**src/sae_pkg.sv**
```systemverilog
// Package with register map, field positions, reset values and framing codes.
package sae_pkg;
  localparam int unsigned SAE_ADDR_W = 8;
  localparam logic [7:0] SAE_OFS_CTRL = 8'h00;
  localparam logic [7:0] SAE_OFS_CFG = 8'h04;
  localparam logic [7:0] SAE_OFS_STAT = 8'h08;
  localparam logic [7:0] SAE_OFS_TXD = 8'h0c;
  localparam logic [7:0] SAE_OFS_RXD = 8'h10;
  localparam int unsigned SAE_CTRL_ON = 15;
  localparam int unsigned SAE_CTRL_CKP = 6;
  localparam int unsigned SAE_CFG_SGNEXT = 15;
  localparam int unsigned SAE_CFG_FEEN = 12;
  localparam int unsigned SAE_CFG_OVEN = 11;
  localparam int unsigned SAE_CFG_UREN = 10;
  localparam int unsigned SAE_CFG_IGNOV = 9;
  localparam int unsigned SAE_CFG_IGNUR = 8;
  localparam int unsigned SAE_CFG_AUD = 7;
  localparam int unsigned SAE_CFG_MONO = 3;
  localparam int unsigned SAE_CFG_MOD = 0;
  localparam logic [15:0] SAE_CFG_FREE_MASK = 16'h9f00;
  localparam logic [15:0] SAE_CFG_LOCK_MASK = 16'h008b;
  localparam logic [15:0] SAE_CTRL_MASK = 16'h8040;
  localparam int unsigned SAE_ST_UR = 0;
  localparam int unsigned SAE_ST_OV = 1;
  localparam int unsigned SAE_ST_FE = 2;
  localparam int unsigned SAE_ST_HALT = 3;
  localparam int unsigned SAE_ST_RXF = 4;
  localparam int unsigned SAE_ST_TXF = 5;
  localparam logic [15:0] SAE_CFG_RST = 16'h0000;
  localparam logic [15:0] SAE_CTRL_RST = 16'h0000;
  typedef enum logic [1:0] {
    SAE_FR_I2S = 2'b00,
    SAE_FR_LJ = 2'b01,
    SAE_FR_RJ = 2'b10,
    SAE_FR_PCM = 2'b11
  } sae_framing_t;
endpackage

```
**src/sae_serial_audio.sv**
```systemverilog
// Serial port slice with audio framing, error grading and a Wishbone register file.
// Overview of operation
// - Sign-extend set copies received bit 15 into upper read bits, else zero.
// - Frame error raises an error event only while its event enable is set.
// - Receive overflow raises an error event only while its enable is set.
// - Transmit underrun raises an error event only while its enable is set.
// - Noncritical overflow discards new data and keeps the held receive word.
// - Critical overflow halts all transfer activity of the port.
// - Noncritical underrun shifts out zeros until the transmit buffer refills.
// - Critical underrun halts the port.
// - Audio enable switches from ordinary serial to audio framing.
// - Mono sends each transmit word in both left and right slots.
// - Framing select: 00 I2S, 01 left-, 10 right-justified, 11 PCM.
// - Audio enable, mono and framing select only change while port is off.
// - Mono and framing select act only while audio enable is set.
// - Upper sixteen bits (receive word reads with sign-extend set aside) and unimplemented bits ignore writes and read zero.
// - Audio enable forces clock idle polarity to one.
//
// Design decisions made here: the register offsets and the Wishbone slave port.
`timescale 1ns/1ps
`default_nettype none
module sae_serial_audio #(
  parameter int unsigned WORD_W = 16
) (
  // Clock, reset and clock enable.
  input wire logic clk_i,
  input wire logic rst_i,
  input wire logic ce_i,
  // Wishbone slave.
  input wire logic cyc_i,
  input wire logic stb_i,
  input wire logic we_i,
  input wire logic [sae_pkg::SAE_ADDR_W-1:0] adr_i,
  input wire logic [3:0] sel_i,
  input wire logic [31:0] dat_i,
  output logic [31:0] dat_o,
  output logic ack_o,
  // Serial link.
  input wire logic sck_i,
  input wire logic fsync_i,
  input wire logic sdi_i,
  output logic sdo_o,
  // Graded error event.
  output logic err_event_o
);
  import sae_pkg::*;

  initial begin
    if (WORD_W != 16) begin
      $error("sae_serial_audio supports only 16-bit words");
    end
  end

  function automatic logic [15:0] merge16(input logic [15:0] old, input logic [15:0] nw,
                                          input logic [1:0] sel, input logic [15:0] msk);
    logic [15:0] lane;
    lane = {{8{sel[1]}}, {8{sel[0]}}} & msk;
    merge16 = (old & ~lane) | (nw & lane);
  endfunction

  logic [15:0] ctrl_reg;
  logic [15:0] cfg_reg;
  logic [2:0] flag_reg;
  logic halt_reg;
  logic [15:0] tx_buf_reg;
  logic tx_full_reg;
  logic [15:0] rx_buf_reg;
  logic rx_full_reg;
  logic [15:0] mono_hold_reg;

  logic bus_req;
  logic wr_stb;
  logic rd_stb;
  logic port_on;
  logic audio_on;
  logic eff_pol;
  logic mono_eff;
  sae_framing_t framing;
  assign bus_req = cyc_i && stb_i && !ack_o;
  assign wr_stb = cyc_i && stb_i && we_i && ack_o;
  assign rd_stb = bus_req && !we_i;
  assign port_on = ctrl_reg[SAE_CTRL_ON];
  assign audio_on = cfg_reg[SAE_CFG_AUD];
  assign eff_pol = audio_on | ctrl_reg[SAE_CTRL_CKP];
  assign mono_eff = audio_on & cfg_reg[SAE_CFG_MONO];
  assign framing = audio_on ? sae_framing_t'(cfg_reg[SAE_CFG_MOD +: 2]) : SAE_FR_LJ;

  // Link inputs pass three flip-flops; a level is taken once the last two agree.
  logic [2:0] sync1_reg;
  logic [2:0] sync2_reg;
  logic [2:0] sync3_reg;
  logic [2:0] filt_reg;
  logic [2:0] filt_prev_reg;
  always_ff @(posedge clk_i) begin
    if (rst_i) begin
      sync1_reg <= 3'h0;
      sync2_reg <= 3'h0;
      sync3_reg <= 3'h0;
      filt_reg <= 3'h0;
      filt_prev_reg <= 3'h0;
    end else if (ce_i) begin
      sync1_reg <= {sdi_i, fsync_i, sck_i};
      sync2_reg <= sync1_reg;
      sync3_reg <= sync2_reg;
      for (int i = 0; i < 3; i++) begin
        if (sync2_reg[i] == sync3_reg[i]) begin
          filt_reg[i] <= sync2_reg[i];
        end
      end
      filt_prev_reg <= filt_reg;
    end
  end

  logic sck_rise;
  logic sck_fall;
  logic lead_edge;
  logic trail_edge;
  logic fs_rise;
  logic fs_fall;
  logic slot_start;
  logic fs_level;
  assign sck_rise = filt_reg[0] && !filt_prev_reg[0];
  assign sck_fall = !filt_reg[0] && filt_prev_reg[0];
  assign lead_edge = eff_pol ? sck_fall : sck_rise;
  assign trail_edge = eff_pol ? sck_rise : sck_fall;
  assign fs_rise = filt_reg[1] && !filt_prev_reg[1];
  assign fs_fall = !filt_reg[1] && filt_prev_reg[1];
  assign fs_level = filt_reg[1];

  // I2S and left/right-justified start a slot at each frame-clock edge
  // PCM at the sync pulse, ordinary serial at the select falling edge.
  always_comb begin
    if (!audio_on) begin
      slot_start = fs_fall;
    end else if (framing == SAE_FR_PCM) begin
      slot_start = fs_rise;
    end else begin
      slot_start = fs_rise || fs_fall;
    end
  end

  // Shift engine.
  logic active_reg;
  logic delay_reg;
  logic right_reg;
  logic [4:0] bits_reg;
  logic [15:0] tx_sh_reg;
  logic [15:0] rx_sh_reg;
  logic run;
  logic load_now;
  logic word_done;
  logic ur_set;
  logic ov_set;
  logic fe_set;
  logic slot_right;
  logic word_delay;
  assign run = port_on && !halt_reg;
  assign word_delay = audio_on && (framing == SAE_FR_I2S || framing == SAE_FR_PCM);
  assign slot_right = (framing == SAE_FR_I2S) ? fs_level : !fs_level;
  assign word_done = run && active_reg && !delay_reg && trail_edge && bits_reg == 5'd1;
  assign load_now = run && ((slot_start && !word_delay) || (active_reg && delay_reg && lead_edge));
  assign fe_set = run && slot_start && active_reg && !delay_reg && bits_reg != 5'd16;
  assign ur_set = load_now && !(mono_eff && right_reg) && !tx_full_reg;
  assign ov_set = word_done && rx_full_reg;

  always_ff @(posedge clk_i) begin
    if (rst_i) begin
      active_reg <= 1'b0;
      delay_reg <= 1'b0;
      right_reg <= 1'b0;
      bits_reg <= 5'd0;
      tx_sh_reg <= 16'h0000;
      rx_sh_reg <= 16'h0000;
      sdo_o <= 1'b0;
      mono_hold_reg <= 16'h0000;
    end else if (ce_i) begin
      if (!run) begin
        active_reg <= 1'b0;
        delay_reg <= 1'b0;
      end else begin
        if (slot_start) begin
          active_reg <= 1'b1;
          delay_reg <= word_delay;
          right_reg <= audio_on && framing != SAE_FR_PCM && slot_right;
          bits_reg <= 5'd16;
        end else if (word_done) begin
          active_reg <= audio_on && framing == SAE_FR_PCM && !right_reg;
          delay_reg <= audio_on && framing == SAE_FR_PCM && !right_reg;
          right_reg <= !right_reg;
          bits_reg <= 5'd16;
        end else if (active_reg && !delay_reg && trail_edge) begin
          rx_sh_reg <= {rx_sh_reg[14:0], filt_reg[2]};
          bits_reg <= bits_reg - 5'd1;
        end
        if (load_now) begin
          delay_reg <= 1'b0;
          if (mono_eff && right_reg) begin
            tx_sh_reg <= {mono_hold_reg[14:0], 1'b0};
            sdo_o <= mono_hold_reg[15];
          end else if (tx_full_reg) begin
            tx_sh_reg <= {tx_buf_reg[14:0], 1'b0};
            sdo_o <= tx_buf_reg[15];
            mono_hold_reg <= tx_buf_reg;
          end else begin
            tx_sh_reg <= 16'h0000;
            sdo_o <= 1'b0;
            mono_hold_reg <= 16'h0000;
          end
        end else if (active_reg && !delay_reg && lead_edge && bits_reg != 5'd16) begin
          sdo_o <= tx_sh_reg[15];
          tx_sh_reg <= {tx_sh_reg[14:0], 1'b0};
        end
      end
    end
  end

  // Buffers, sticky flags and halt state.
  always_ff @(posedge clk_i) begin
    if (rst_i) begin
      tx_buf_reg <= 16'h0000;
      tx_full_reg <= 1'b0;
      rx_buf_reg <= 16'h0000;
      rx_full_reg <= 1'b0;
      flag_reg <= 3'h0;
      halt_reg <= 1'b0;
      err_event_o <= 1'b0;
    end else if (ce_i) begin
      if (wr_stb && adr_i == SAE_OFS_TXD) begin
        tx_buf_reg <= merge16(tx_buf_reg, dat_i[15:0], sel_i[1:0], 16'hffff);
        tx_full_reg <= 1'b1;
      end else if (ur_set == 1'b0 && load_now && !(mono_eff && right_reg)) begin
        tx_full_reg <= 1'b0;
      end
      if (word_done && !rx_full_reg) begin
        rx_buf_reg <= {rx_sh_reg[14:0], filt_reg[2]};
        rx_full_reg <= 1'b1;
      end else if (rd_stb && adr_i == SAE_OFS_RXD) begin
        rx_full_reg <= 1'b0;
      end
      // A hardware set wins over a write-one clear in the same cycle.
      flag_reg[SAE_ST_UR] <= (flag_reg[SAE_ST_UR] && !(wr_stb && adr_i == SAE_OFS_STAT
                             && sel_i[0] && dat_i[SAE_ST_UR])) || ur_set;
      flag_reg[SAE_ST_OV] <= (flag_reg[SAE_ST_OV] && !(wr_stb && adr_i == SAE_OFS_STAT
                             && sel_i[0] && dat_i[SAE_ST_OV])) || ov_set;
      flag_reg[SAE_ST_FE] <= (flag_reg[SAE_ST_FE] && !(wr_stb && adr_i == SAE_OFS_STAT
                             && sel_i[0] && dat_i[SAE_ST_FE])) || fe_set;
      if (!port_on) begin
        halt_reg <= 1'b0;
      end else if ((ov_set && !cfg_reg[SAE_CFG_IGNOV])
                   || (ur_set && !cfg_reg[SAE_CFG_IGNUR])) begin
        halt_reg <= 1'b1;
      end
      err_event_o <= (fe_set && cfg_reg[SAE_CFG_FEEN])
                     || (ov_set && cfg_reg[SAE_CFG_OVEN])
                     || (ur_set && cfg_reg[SAE_CFG_UREN]);
    end
  end

  // Register writes.
  always_ff @(posedge clk_i) begin
    if (rst_i) begin
      ctrl_reg <= SAE_CTRL_RST;
      cfg_reg <= SAE_CFG_RST;
    end else if (ce_i && wr_stb) begin
      if (adr_i == SAE_OFS_CTRL) begin
        ctrl_reg <= merge16(ctrl_reg, dat_i[15:0], sel_i[1:0], SAE_CTRL_MASK);
      end
      if (adr_i == SAE_OFS_CFG) begin
        cfg_reg <= merge16(cfg_reg, dat_i[15:0], sel_i[1:0],
                           port_on ? SAE_CFG_FREE_MASK
                                   : (SAE_CFG_FREE_MASK | SAE_CFG_LOCK_MASK));
      end
    end
  end

  // Register reads; unmapped addresses answer with zero.
  always_ff @(posedge clk_i) begin
    if (rst_i) begin
      ack_o <= 1'b0;
      dat_o <= 32'h0000_0000;
    end else if (ce_i) begin
      ack_o <= bus_req;
      dat_o <= 32'h0000_0000;
      if (rd_stb) begin
        case (adr_i)
          SAE_OFS_CTRL: dat_o <= {16'h0000, ctrl_reg};
          SAE_OFS_CFG: dat_o <= {16'h0000, cfg_reg};
          SAE_OFS_STAT: dat_o <= {26'h0, tx_full_reg, rx_full_reg, halt_reg, flag_reg};
          SAE_OFS_TXD: dat_o <= {16'h0000, tx_buf_reg};
          SAE_OFS_RXD: begin
            dat_o <= {{16{cfg_reg[SAE_CFG_SGNEXT] & rx_buf_reg[15]}}, rx_buf_reg};
          end
          default: dat_o <= 32'h0000_0000;
        endcase
      end
    end
  end

  AST_SIGN_EXT: assert property (@(posedge clk_i) disable iff (rst_i)
    (ce_i && rd_stb && adr_i == SAE_OFS_RXD) |=>
      dat_o[31:16] == (cfg_reg[SAE_CFG_SGNEXT] && dat_o[15] ? 16'hffff : 16'h0000))
    else $error("receive word upper bits wrong");
  AST_FE_EVENT: assert property (@(posedge clk_i) disable iff (rst_i)
    (ce_i && fe_set) |=> (err_event_o == $past(cfg_reg[SAE_CFG_FEEN]) || $past(ov_set || ur_set)))
    else $error("frame error event not graded by enable");
  AST_OV_EVENT: assert property (@(posedge clk_i) disable iff (rst_i)
    (ce_i && ov_set && cfg_reg[SAE_CFG_OVEN]) |=> err_event_o)
    else $error("overflow event missing");
  AST_UR_EVENT: assert property (@(posedge clk_i) disable iff (rst_i)
    (ce_i && ur_set && cfg_reg[SAE_CFG_UREN]) |=> err_event_o)
    else $error("underrun event missing");
  AST_EVENT_CAUSE: assert property (@(posedge clk_i) disable iff (rst_i)
    $rose(err_event_o) |-> $past((fe_set && cfg_reg[SAE_CFG_FEEN])
      || (ov_set && cfg_reg[SAE_CFG_OVEN]) || (ur_set && cfg_reg[SAE_CFG_UREN])))
    else $error("error event without enabled cause");
  AST_OV_KEEP: assert property (@(posedge clk_i) disable iff (rst_i)
    (ce_i && ov_set && cfg_reg[SAE_CFG_IGNOV]) |=> $stable(rx_buf_reg) && !halt_reg)
    else $error("noncritical overflow overwrote data");
  AST_OV_HALT: assert property (@(posedge clk_i) disable iff (rst_i)
    (ce_i && ov_set && !cfg_reg[SAE_CFG_IGNOV]) |=> halt_reg && flag_reg[SAE_ST_OV])
    else $error("critical overflow did not halt");
  AST_UR_ZERO: assert property (@(posedge clk_i) disable iff (rst_i)
    (ce_i && ur_set && cfg_reg[SAE_CFG_IGNUR]) |=> !sdo_o && tx_sh_reg == 16'h0000)
    else $error("noncritical underrun not sending zeros");
  AST_UR_HALT: assert property (@(posedge clk_i) disable iff (rst_i)
    (ce_i && ur_set && !cfg_reg[SAE_CFG_IGNUR]) |=> halt_reg ##1 (!active_reg || !$past(ce_i)))
    else $error("critical underrun did not halt");
  AST_CFG_LOCK: assert property (@(posedge clk_i) disable iff (rst_i)
    (ce_i && wr_stb && adr_i == SAE_OFS_CFG && port_on) |=> $stable(cfg_reg & SAE_CFG_LOCK_MASK))
    else $error("locked audio field changed while on");
  AST_CKP_FORCE: assert property (@(posedge clk_i) disable iff (rst_i)
    audio_on |-> eff_pol)
    else $error("audio mode polarity not forced");
endmodule
`default_nettype wire

```
**config.mk**
```make
export PLATFORM = sky130hd
export DESIGN_NAME = sae_serial_audio
export DESIGN_NICKNAME = d
export VERILOG_FILES = /design/src/sae_pkg.sv /design/src/sae_serial_audio.sv
export SDC_FILE = /design/constraint.sdc
export NUM_CORES = 1
export LEC_CHECK = 0
export BUFFER_PORTS_ARGS = -buffer_cell sky130_fd_sc_hd__buf_2
export CORE_MARGIN = 2
export CORE_UTILIZATION = 23
export DETAILED_ROUTE_END_ITERATION = 10
export HOLD_SLACK_MARGIN = 0.12
export PLACE_DENSITY = 0.37
export SLEW_MARGIN = 20
export SYNTH_ARGS = -nofsm -noshare
export SYNTH_HDL_FRONTEND = slang
export SYNTH_SLANG_ARGS = --single-unit
```
**constraint.sdc**
```tcl
create_clock -name clk_i -period 2.11 [get_ports clk_i]
set_input_delay 0 -clock clk_i [delete_from_list [all_inputs] [get_ports clk_i]]
set_output_delay 0 -clock clk_i [all_outputs]
set_load 0.02 [all_outputs]
```
==> qor.yml, run 1 <==
outcome: "completed"
skew_ns: 0.01485
routed-wl-met3_um: 432
drt-vias-per-instance: 4.386
synth-edff-count: 0
cap_violations: 0
hold_class: "in -> reg"
syn_to_final_growth_pct: 31.72
report.final.slew_viol_count: 0
cp.arrival_ns: 2.35
die_h_um: 171.9
met1_length_um: 9619
first_pass_iters: 4
synth_top_area_share_pct: 42.60
hpwl_um: 14580
cp-end-kind: "flop"
drcViolationCount: 0
cts_tree: "built"
clk_pin_slew_worst_paths_ns: 0.06
synth_top_area_cell: "dfxtp_1"
ys_types: 67
critPathSlowestCell: "or4b_4"
setup-violations-final: 0
yosys_warnings: 0
p_leak_uw: 0.003310
power.total_uw: 6208
power_density_nw_per_um2: 726.7
synth_area_leaders: "dfxtp_1 43%, mux2i_1 10%, nand2_1 6.4%, o21ai_0 4.2%, a21oi_1 3.8%"
row_count: 61
path_class: "reg -> reg"
grt_overflow: 0
ys_seq_area_share_pct: 42.60
cp.required_ns: 2.41
period_share_pct: 97.27
slowest_delay_ns: 0.53
p_sw_share_pct: 23.49
met2WireLength_um: 9674
grt_pass1_vias: 5233
power.internal_uw: 4750
diodes: 0
synthCells: 729
wl_per_cell_um: 16.22
synth_top_cells_by_count: "138 x dfxtp_1, 110 x nand2_1, 67 x mux2i_1"
p_seq_share_pct: 42.1
ys_ff_latch: 138
min_path_cells: 4
io_pins: 88
slew_headroom_pct: 57.06
grt_pass1_wl_um: 31110
htreeDepth: 4
synthFlopType: "dfxtp_1"
route.vias.total: 5421
hold_viol_final: 0
clockPowerShare_pct: 53.9
fin_crit_ns: 2.052
gp_congestion: 0.7779
reg2reg_depth: 8
r2r_end: "tx_sh_reg[2]"
die_area_sq_um: 29550
crit_path_max_fanout: 14
netlist_area_sq_um: 6485
ir_drop_mv: 0.4283
synth_most_common_cell: "dfxtp_1"
fp.dieW_um: 171.9
drt_iter0_markers: 245
start_util_pct: 23.34
numCtsBuffers: 17
worst-slew-pin-transition_ns: 0.6383
grt_max_degree: 31
groute.usage.overall_pct: 13.92
wl_um: 20050
finish.net_count: 905
min_from: "cyc_i"
critPathMostFrequentCell: "buf_4"
cts-root-buf: "clkbuf_16"
rsz0062_at_grt: "true"
avgSynthCellArea_sq_um: 8.896
p_switching_uw: 1458
clkLatencyLatePin_ns: 0.42
clock_sinks: 138
setup_ws_ns: 0.05770
regToRegSetupSlack_ns: 0.06
max_freq_mhz: 487.3
cts_buffer_depth: 2
power.share.combinational_pct: 4.0
drtAntennaViolNets: 0
drive_gt1_share_pct: 24.48
synthesis.nets: 789
routed.top_layer: "met4"
antenna_found_initial: 0
place_ws_ns: -0.1108
async_reset_ff_share_pct: 0
core_region_area_sq_um: 27780
whs_endpoint: "tx_full_reg"
port_buffers: 69
start_kind: "flop"
cp_cell_sequence: "buf_4, or4b_4, o21a_4, o31ai_4, buf_4, a21oi_4, buf_12, o2bb2ai_1"
what timing repair did:
item,in CTS,in global routing
hold buffers,30,0
pin swaps,0,6
setup endpoints to repair,15,52
hold endpoints to repair,50,0
gates cloned,0,1
setup buffers,0,5
gates resized for setup,2,16
per-stage QoR:
| stage | instances | util [%] | setup TNS (ns) | area, sq um | hold WS, ns |
|---|---|---|---|---|---|
| after CTS | 1230 | 30.26 | 0 | 8408 | 0.1385 |
| after global placement | 1168 | 26.81 | -1.287 | 7447 | 0.2390 |
| after floorplan | 729 | - | -0.03804 | 6514 | 0.1438 |
| after detailed placement | 1168 | 26.81 | -1.364 | 7447 | 0.2461 |
| after global routing | 1236 | 30.75 | -0.1744 | 8542 | 0.1662 |
| final | 1236 | 30.75 | 0 | 8542 | 0.1496 |
critical path, delay by kind of cell (launching register included):
kind / cells / cell delay (ns)
simple gates: 1 / 0.53
buf+inv: 3 / 0.46
flops: 1 / 0.35
compound gates: 4 / 0.59
how the worst max path moves through the flow:
stage	slack, ns	end
3_5_place_dp	-0.11	tx_sh_reg[6]
6_report	0.06	tx_sh_reg[2]
2_1_floorplan	-0.04	halt_reg
4_1_cts	0.005	tx_sh_reg[8]
3_3_place_gp	-0.10	tx_sh_reg[5]
5_1_grt	-0.03	tx_sh_reg[14]
layer usage:
metal  GRT usage, %  up-vias
met5              0        -
met4          4.823        0
met3          2.449       16
met2          22.77       57
met1          18.45     2525
li1               -     2823
power groups by stage:
stage / sequential, uW / combinational [uW] / clock [uW]
final: 2620 / 247 / 3350
after global placement: 2670 / 205 / 0
after global routing: 2610 / 268 / 3570
after detailed placement: 2670 / 204 / 0
after floorplan: 2670 / 97.9 / 0
after CTS: 2610 / 248 / 3460
layout make-up:
type,instances,area [sq um]
Clock buffer,17,425.4
Clock inverter,15,227.7
Fill cell,3006,19240
Inverter,11,41.29
Multi-Input combinational cell,518,3420
Sequential cell,138,2765
Tap cell,378,473.0
Timing Repair Buffer,159,1190
cells by family (layout without fill, tap and decap cells):
family | count (synthesis) | in the layout | share of synthesized area (%)
AO/OA/AOI/OAI | 181 | 181 | 18.29
XOR/XNOR | 1 | 1 | 0.1351
adder cells (fa/ha/maj) | 7 | 7 | 1.351
buffers and inverters | 73 | 202 | 5.788
flip-flops | 138 | 138 | 42.60
multiplexers | 78 | 78 | 12.25
AND/OR/NAND/NOR | 251 | 251 | 19.58
placed cells by master, fill, tap and decap left out, types with 4 or more instances in the layout:
cell             n
dlygate4sd3_1   30
o21ai_0         52
bufinv_16        4
or3_1           20
inv_8            5
nor2_1          54
buf_2           68
ha_1             6
nand4_1          7
nor3_1           5
and3_1           5
o2bb2ai_1       11
a211oi_1         5
o2bb2ai_2        4
nand2_1        109
inv_6            4
nand3_1          6
o21ai_1          6
mux2i_1         67
buf_12           5
a31oi_1          6
inv_1           10
a32oi_1          4
nand2b_1         7
a21oi_1         48
mux2_2          11
a22oi_1         13
clkbuf_16       18
buf_4           52
and2_1           4
dfxtp_1        136
(Power assumes the default switching activity.)
==> run 2, diff against run 1 <==
--- a/config.mk
+++ b/config.mk
@@ -11,6 +11,7 @@
 export DETAILED_ROUTE_END_ITERATION = 10
 export HOLD_SLACK_MARGIN = 0.12
 export PLACE_DENSITY = 0.37
+export REMOVE_ABC_BUFFERS = 1
 export SLEW_MARGIN = 20
 export SYNTH_ARGS = -nofsm -noshare
 export SYNTH_HDL_FRONTEND = slang
==> run 2 against run 1 <==
Effect of this change:
- design area rose by 1.2%
- count of clock-buffer cells in the layout did not move
- cell count rose by 0.40%
- critical path depth did not move
- routed wire length did not move
- combinational power barely moved
- maximum frequency rose by 0.13%
==> qor.yml, run 2 (synthesis results as in run 1) <==
groute.usage.overall_pct: 13.96  # +0.046 points
rsz0062_at_grt: "true"
finalNonFillerCells: 1241  # +0.40%
crit_path_max_fanout: 14  # unchanged
clk_pin_slew_worst_paths_ns: 0.07  # about the same
path_class: "reg -> reg"
final_common_cell: "dfxtp_1"
cts-root-buf: "clkbuf_16"
row_count: 61  # unchanged
power_density_nw_per_um2: 679.8  # -6.5%
grt_max_degree: 34  # +9.7%
max_freq_mhz: 487.9  # +0.13%
drive_gt1_share_pct: 26.19  # +1.7 points
finalSetupTns_ns: 0  # unchanged
cp.arrival_ns: 2.36  # about the same
hold_viol_final: 0  # unchanged
diodes: 0  # unchanged
numCtsBuffers: 17  # unchanged
gp_congestion: 0.7433  # -4.4%
syn_to_final_growth_pct: 33.28
clock_sinks: 138  # unchanged
htreeDepth: 4  # unchanged
io_pins: 88  # unchanged
drtAntennaViolNets: 0  # unchanged
die_h_um: 171.9  # unchanged
drcViolationCount: 0  # unchanged
clockPowerShare_pct: 51.3  # -2.6 points
power.share.combinational_pct: 4.2  # +0.2 points
outcome: "completed"
min_path_cells: 4  # unchanged
antenna_found_initial: 0  # unchanged
power.internal_uw: 4310  # -9.3%
reg2reg_depth: 8  # unchanged
finish.net_count: 910  # +0.55%
regToRegSetupSlack_ns: 0.06  # about the same
post_dp_cell_area_sq_um: 7515  # +0.91%
slew_headroom_pct: 69.60  # +13 points
cp.required_ns: 2.42  # about the same
skew_ns: 0.01673  # +0.001880 ns
whs_endpoint: "dat_o[11]"
period_share_pct: 97.14  # -0.12 points
die_area_sq_um: 29550  # unchanged
min_from: "adr_i[3]"
drt-vias-per-instance: 4.441  # +1.3%
core_region_area_sq_um: 27780  # unchanged
fin_area_sq_um: 8643  # +1.2%
start_util_pct: 23.34  # unchanged
report.final.slew_viol_count: 0  # unchanged
wl_um: 20050  # unchanged
layout_common_cells: "135 x dfxtp_1, 110 x nand2_1, 68 x buf_2"
grt_pass1_wl_um: 31080  # -0.11%
nFillCells: 2962  # -1.5%
fin_util_pct: 31.11  # +0.36 points
p_leak_uw: 0.003331  # +0.66%
drt_iter0_markers: 294  # +20%
regArea_sq_um: 2769  # +0.14%
p_seq_share_pct: 44.5  # +2.4 points
cap_violations: 0  # unchanged
clkLatencyLatePin_ns: 0.43  # about the same
grt_overflow: 0  # unchanged
fin_crit_ns: 2.050  # -0.002627 ns
cts_tree: "built"
route.vias.total: 5511  # +1.7%
first_pass_iters: 7  # +3
cp-end-kind: "flop"
ir_drop_mv: 0.5616  # +31%
placed_cells: 1178  # +0.86%
cts_buffer_depth: 2  # unchanged
setup-violations-final: 0  # unchanged
multi_input_area_sq_um: 3526  # +3.1%
r2r_end: "tx_sh_reg[11]"
worst-slew-pin-transition_ns: 0.4560  # -0.1823 ns
hpwl_um: 14780  # +1.4%
p_sw_share_pct: 26.65  # +3.2 points
port_buffers: 69  # unchanged
p_switching_uw: 1566  # +7.4%
wl_per_cell_um: 16.16  # -0.40%
hold_class: "in -> reg"
start_kind: "flop"
fp.dieW_um: 171.9  # unchanged
grt_pass1_vias: 5297  # +1.2%
-- run 2: cell types whose count changed in the layout (fill, tap and decap cells not counted), moves of 2 or more --
cell and delta:
clkinv_8 +3, inv_6 +2, o2bb2ai_2 +8, bufinv_16 -4, a21oi_2 -2, dlygate4sd3_1 -2, o2bb2ai_1 -9, buf_4 +5
-- run 2: metrics by stage --
step | setup slack [ns] | power [uW] | hold WS [ns]
final | 0.06033 | 5876 | 0.1520
after global routing | -0.02843 | 6122 | 0.1687
after CTS | 0.002376 | 5967 | 0.1469
after detailed placement | -0.07034 | 2880 | 0.2443
after global placement | -0.07667 | 2881 | 0.2324
after floorplan | -0.4972 | 2727 | 0.06907
-- run 2: power by group through the flow --
stage | logic (uW) | registers (uW) | clock network [uW]
floorplan | 52.5 | 2670 | 0
global placement | 206 | 2670 | 0
detailed placement | 206 | 2670 | 0
CTS | 247 | 2610 | 3110
global route | 272 | 2610 | 3240
finish | 249 | 2610 | 3010
-- run 2: critical path: stages (launching register included) --
cell	delay (ns)
dfxtp_4	0.36
buf_6	0.11
or4b_4	0.52
o21a_4	0.16
o31ai_4	0.26
buf_4	0.16
a21oi_4	0.05
buf_12	0.17
o2bb2ai_2	0.12
-- run 2: per-layer routing --
layer | GRT usage [%] | vias up | share of wire, %
met5 | 0 | - | 0
met4 | 4.129 | 0 | 1.2
met3 | 2.449 | 14 | 3.2
met2 | 21.70 | 92 | 46
met1 | 19.71 | 2565 | 50
li1 | - | 2840 | -
-- run 2: worst max-delay path by stage --
stage / start / endpoint / slack, ns / depth (start not counted)
3_3_place_gp: flop / sdo_o / -0.08 / 6
2_1_floorplan: dat_o[30] / dat_o[30] / -0.50 / 2
5_1_grt: flop / tx_sh_reg[13] / -0.03 / 8
6_report: flop / tx_sh_reg[11] / 0.06 / 8
3_5_place_dp: flop / tx_sh_reg[15] / -0.07 / 9
4_1_cts: flop / sdo_o / 0.002 / 6
-- run 2: cell type report --
| type | instances | share of cell area (%) |
|---|---|---|
| inverter | 11 | 0.4777 |
| multi-input combinational | 518 | 40.79 |
| timing repair buffer | 164 | 14.37 |
| clock inverter | 15 | 1.925 |
| sequential | 138 | 32.04 |
| tap | 378 | 5.472 |
| clock buffer | 17 | 4.922 |
-- run 2: what timing repair did --
action                                  CTS  global route
gates resized for setup                   4            35
hold endpoints to repair                 56             0
gates cloned                              0             1
pin swaps                                 1             4
hold buffers                             28             0
endpoints found under the setup margin   27            52
setup buffers                             0             3
==> run 3, diff against run 2 <==
--- a/config.mk
+++ b/config.mk
@@ -6,11 +6,12 @@
 export NUM_CORES = 1
 export LEC_CHECK = 0
 export BUFFER_PORTS_ARGS = -buffer_cell sky130_fd_sc_hd__buf_2
-export CORE_MARGIN = 2
+export CORE_MARGIN = 4
 export CORE_UTILIZATION = 23
 export DETAILED_ROUTE_END_ITERATION = 10
 export HOLD_SLACK_MARGIN = 0.12
 export PLACE_DENSITY = 0.37
+export RECOVER_POWER = 25
 export REMOVE_ABC_BUFFERS = 1
 export SLEW_MARGIN = 20
 export SYNTH_ARGS = -nofsm -noshare
==> run 3 against run 2 <==
Effect of this change:
- non-clock buffer count down 5
- critical path depth up 2
- highest routed layer unchanged
- critical endpoint is now halt_reg
- first-iteration DRC count down 16%
- sequential power about the same
- total power up 1.7%
==> qor.yml, run 3 (synthesis results as in run 1) <==
syn_to_final_growth_pct: 30.66
grt_overflow: 0  # unchanged
cp.arrival_ns: 2.37  # about the same
nFillCells: 3012  # +1.7%
core_region_area_sq_um: 27780  # unchanged
htreeDepth: 4  # unchanged
post_dp_cell_area_sq_um: 7467  # -0.63%
io_pins: 88  # unchanged
numCtsBuffers: 17  # unchanged
drcViolationCount: 0  # unchanged
die_h_um: 175.9  # +2.3%
slowest_delay_ns: 0.36  # -0.16 ns
finish.net_count: 905  # -0.55%
critPathSlowestCell: "dfxtp_2"
gp_congestion: 0.7462  # +0.39%
finalSetupTns_ns: 0  # unchanged
fin_crit_ns: 2.062  # +0.01192 ns
clock_sinks: 138  # unchanged
antenna_found_initial: 0  # unchanged
wl_um: 20050  # about the same
slew_headroom_pct: 68.40  # -1.2 points
fp.dieW_um: 175.9  # +2.3%
cp-end-kind: "flop"
diodes: 0  # unchanged
die_area_sq_um: 30950  # +4.7%
cts-root-buf: "clkbuf_16"
max_freq_mhz: 485.1  # -0.58%
row_count: 61  # unchanged
cp_cell_sequence: "nand2_1, inv_1, ha_2, nand2b_1, buf_4, a32o_2, a21oi_4, buf_4, nor4_1, o31a_1"
hpwl_um: 14670  # -0.77%
worst-slew-pin-transition_ns: 0.4740  # +0.01796 ns
wl_per_cell_um: 16.22  # +0.40%
port_buffers: 69  # unchanged
path_class: "reg -> reg"
cap_violations: 0  # unchanged
hold_viol_final: 0  # unchanged
groute.usage.overall_pct: 13.16  # -0.80 points
final_common_cell: "dfxtp_1"
clk_pin_slew_worst_paths_ns: 0.07  # about the same
cp.required_ns: 2.42  # about the same
p_leak_uw: 0.003146  # -5.6%
crit_path_max_fanout: 4  # -10
power.total_uw: 5978  # +1.7%
start_kind: "flop"
cts_buffer_depth: 2  # unchanged
fin_area_sq_um: 8473  # -2.0%
worst_hold_slack_ns: 0.1340  # -0.01802 ns
drive_gt1_share_pct: 20.98  # -5.2 points
grt_max_degree: 63  # +85%
skew_ns: 0.01696  # +0.0002223 ns
start_util_pct: 23.34  # unchanged
drtAntennaViolNets: 0  # unchanged
clkLatencyLatePin_ns: 0.43  # about the same
report.final.slew_viol_count: 0  # unchanged
power_density_nw_per_um2: 705.5  # +3.8%
setup-violations-final: 0  # unchanged
outcome: "completed"
regToRegSetupSlack_ns: 0.05  # about the same
drt_iter0_markers: 246  # -16%
grt_pass1_wl_um: 31660  # +1.9%
route.vias.total: 5515  # +0.073%
cts_tree: "built"
layout_common_cells: "135 x dfxtp_1, 110 x nand2_1, 65 x mux2i_1"
ir_drop_mv: 0.4314  # -23%
critPathMostFrequentCell: "buf_4"
grt_pass1_vias: 5352  # +1.0%
drt-vias-per-instance: 4.462  # +0.48%
first_pass_iters: 5  # -2
period_share_pct: 97.71  # +0.57 points
hold_class: "in -> reg"
run 3: cell count changes in the layout (fill, tap and decap cells not counted), sizes merged:
cell and change:
bufinv +2, clkinvlp +4, buf -36, clkbuf +27, clkinv -2, inv -4, dlygate4sd3 +4
run 3: metal layers:
| metal | GRT usage, % | wire length [um] | share of wire [%] | vias to the layer above |
|---|---|---|---|---|
| li1 | - | - | - | 2820 |
| met1 | 18.69 | 10130 | 50 | 2582 |
| met2 | 20.47 | 9139 | 46 | 102 |
| met3 | 2.604 | 563 | 2.8 | 11 |
| met4 | 3.444 | 222 | 1.1 | 0 |
| met5 | 0 | 0 | 0 | - |
run 3: worst paths after layout:
kind	start	end	cells after the start
setup / recovery	flop	halt_reg	10
hold / removal	adr_i[3]	dat_o[14]	4
setup reg to reg	flop	halt_reg	10
hold reg to reg	dat_o[11]	dat_o[11]	2
run 3: report_power, final:
group / switching, uW / total [uW] / internal, uW
Clock: 1320 / 3110 / 1790
Combinational: 143 / 248 / 105
Sequential: 4.45 / 2620 / 2610
run 3: layout make-up:
| cell class | instances | area (sq um) | share of cell area (%) |
|---|---|---|---|
| repair buffers | 159 | 1171 | 13.82 |
| clock inverters | 15 | 183.9 | 2.171 |
| flip-flops and latches | 138 | 2766 | 32.65 |
| multi-input cells | 518 | 3412 | 40.27 |
| well taps | 378 | 473.0 | 5.582 |
| inverters | 11 | 41.29 | 0.4873 |
| clock buffers | 17 | 425.4 | 5.021 |
run 3: metrics by stage:
| stage | setup WS, ns | cells | utilization (%) |
|---|---|---|---|
| floorplan | -0.4972 | 667 | - |
| global placement | 0.01751 | 1170 | 26.88 |
| detailed placement | 0.003868 | 1170 | 26.88 |
| CTS | 0.02854 | 1234 | 30.22 |
| global route | -0.01010 | 1236 | 30.50 |
| finish | 0.04841 | 1236 | 30.50 |
run 3: critical path: cells and delay by family (launching register included):
| family | cells | cell delay [ns] |
|---|---|---|
| AO/OA/AOI/OAI | 3 | 0.77 |
| buffers and inverters | 3 | 0.39 |
| flip-flops | 1 | 0.36 |
| AND/OR/NAND/NOR | 3 | 0.24 |
| adder cells (fa/ha/maj) | 1 | 0.19 |
run 3: timing repair:
action | 4_1_cts | 5_1_grt
endpoints found under the setup margin | 1 | 45
resized for setup | 1 | 21
hold buffers | 32 | 0
pin swaps | 0 | 2
hold endpoints to repair | 64 | 0
setup buffers | 0 | 2
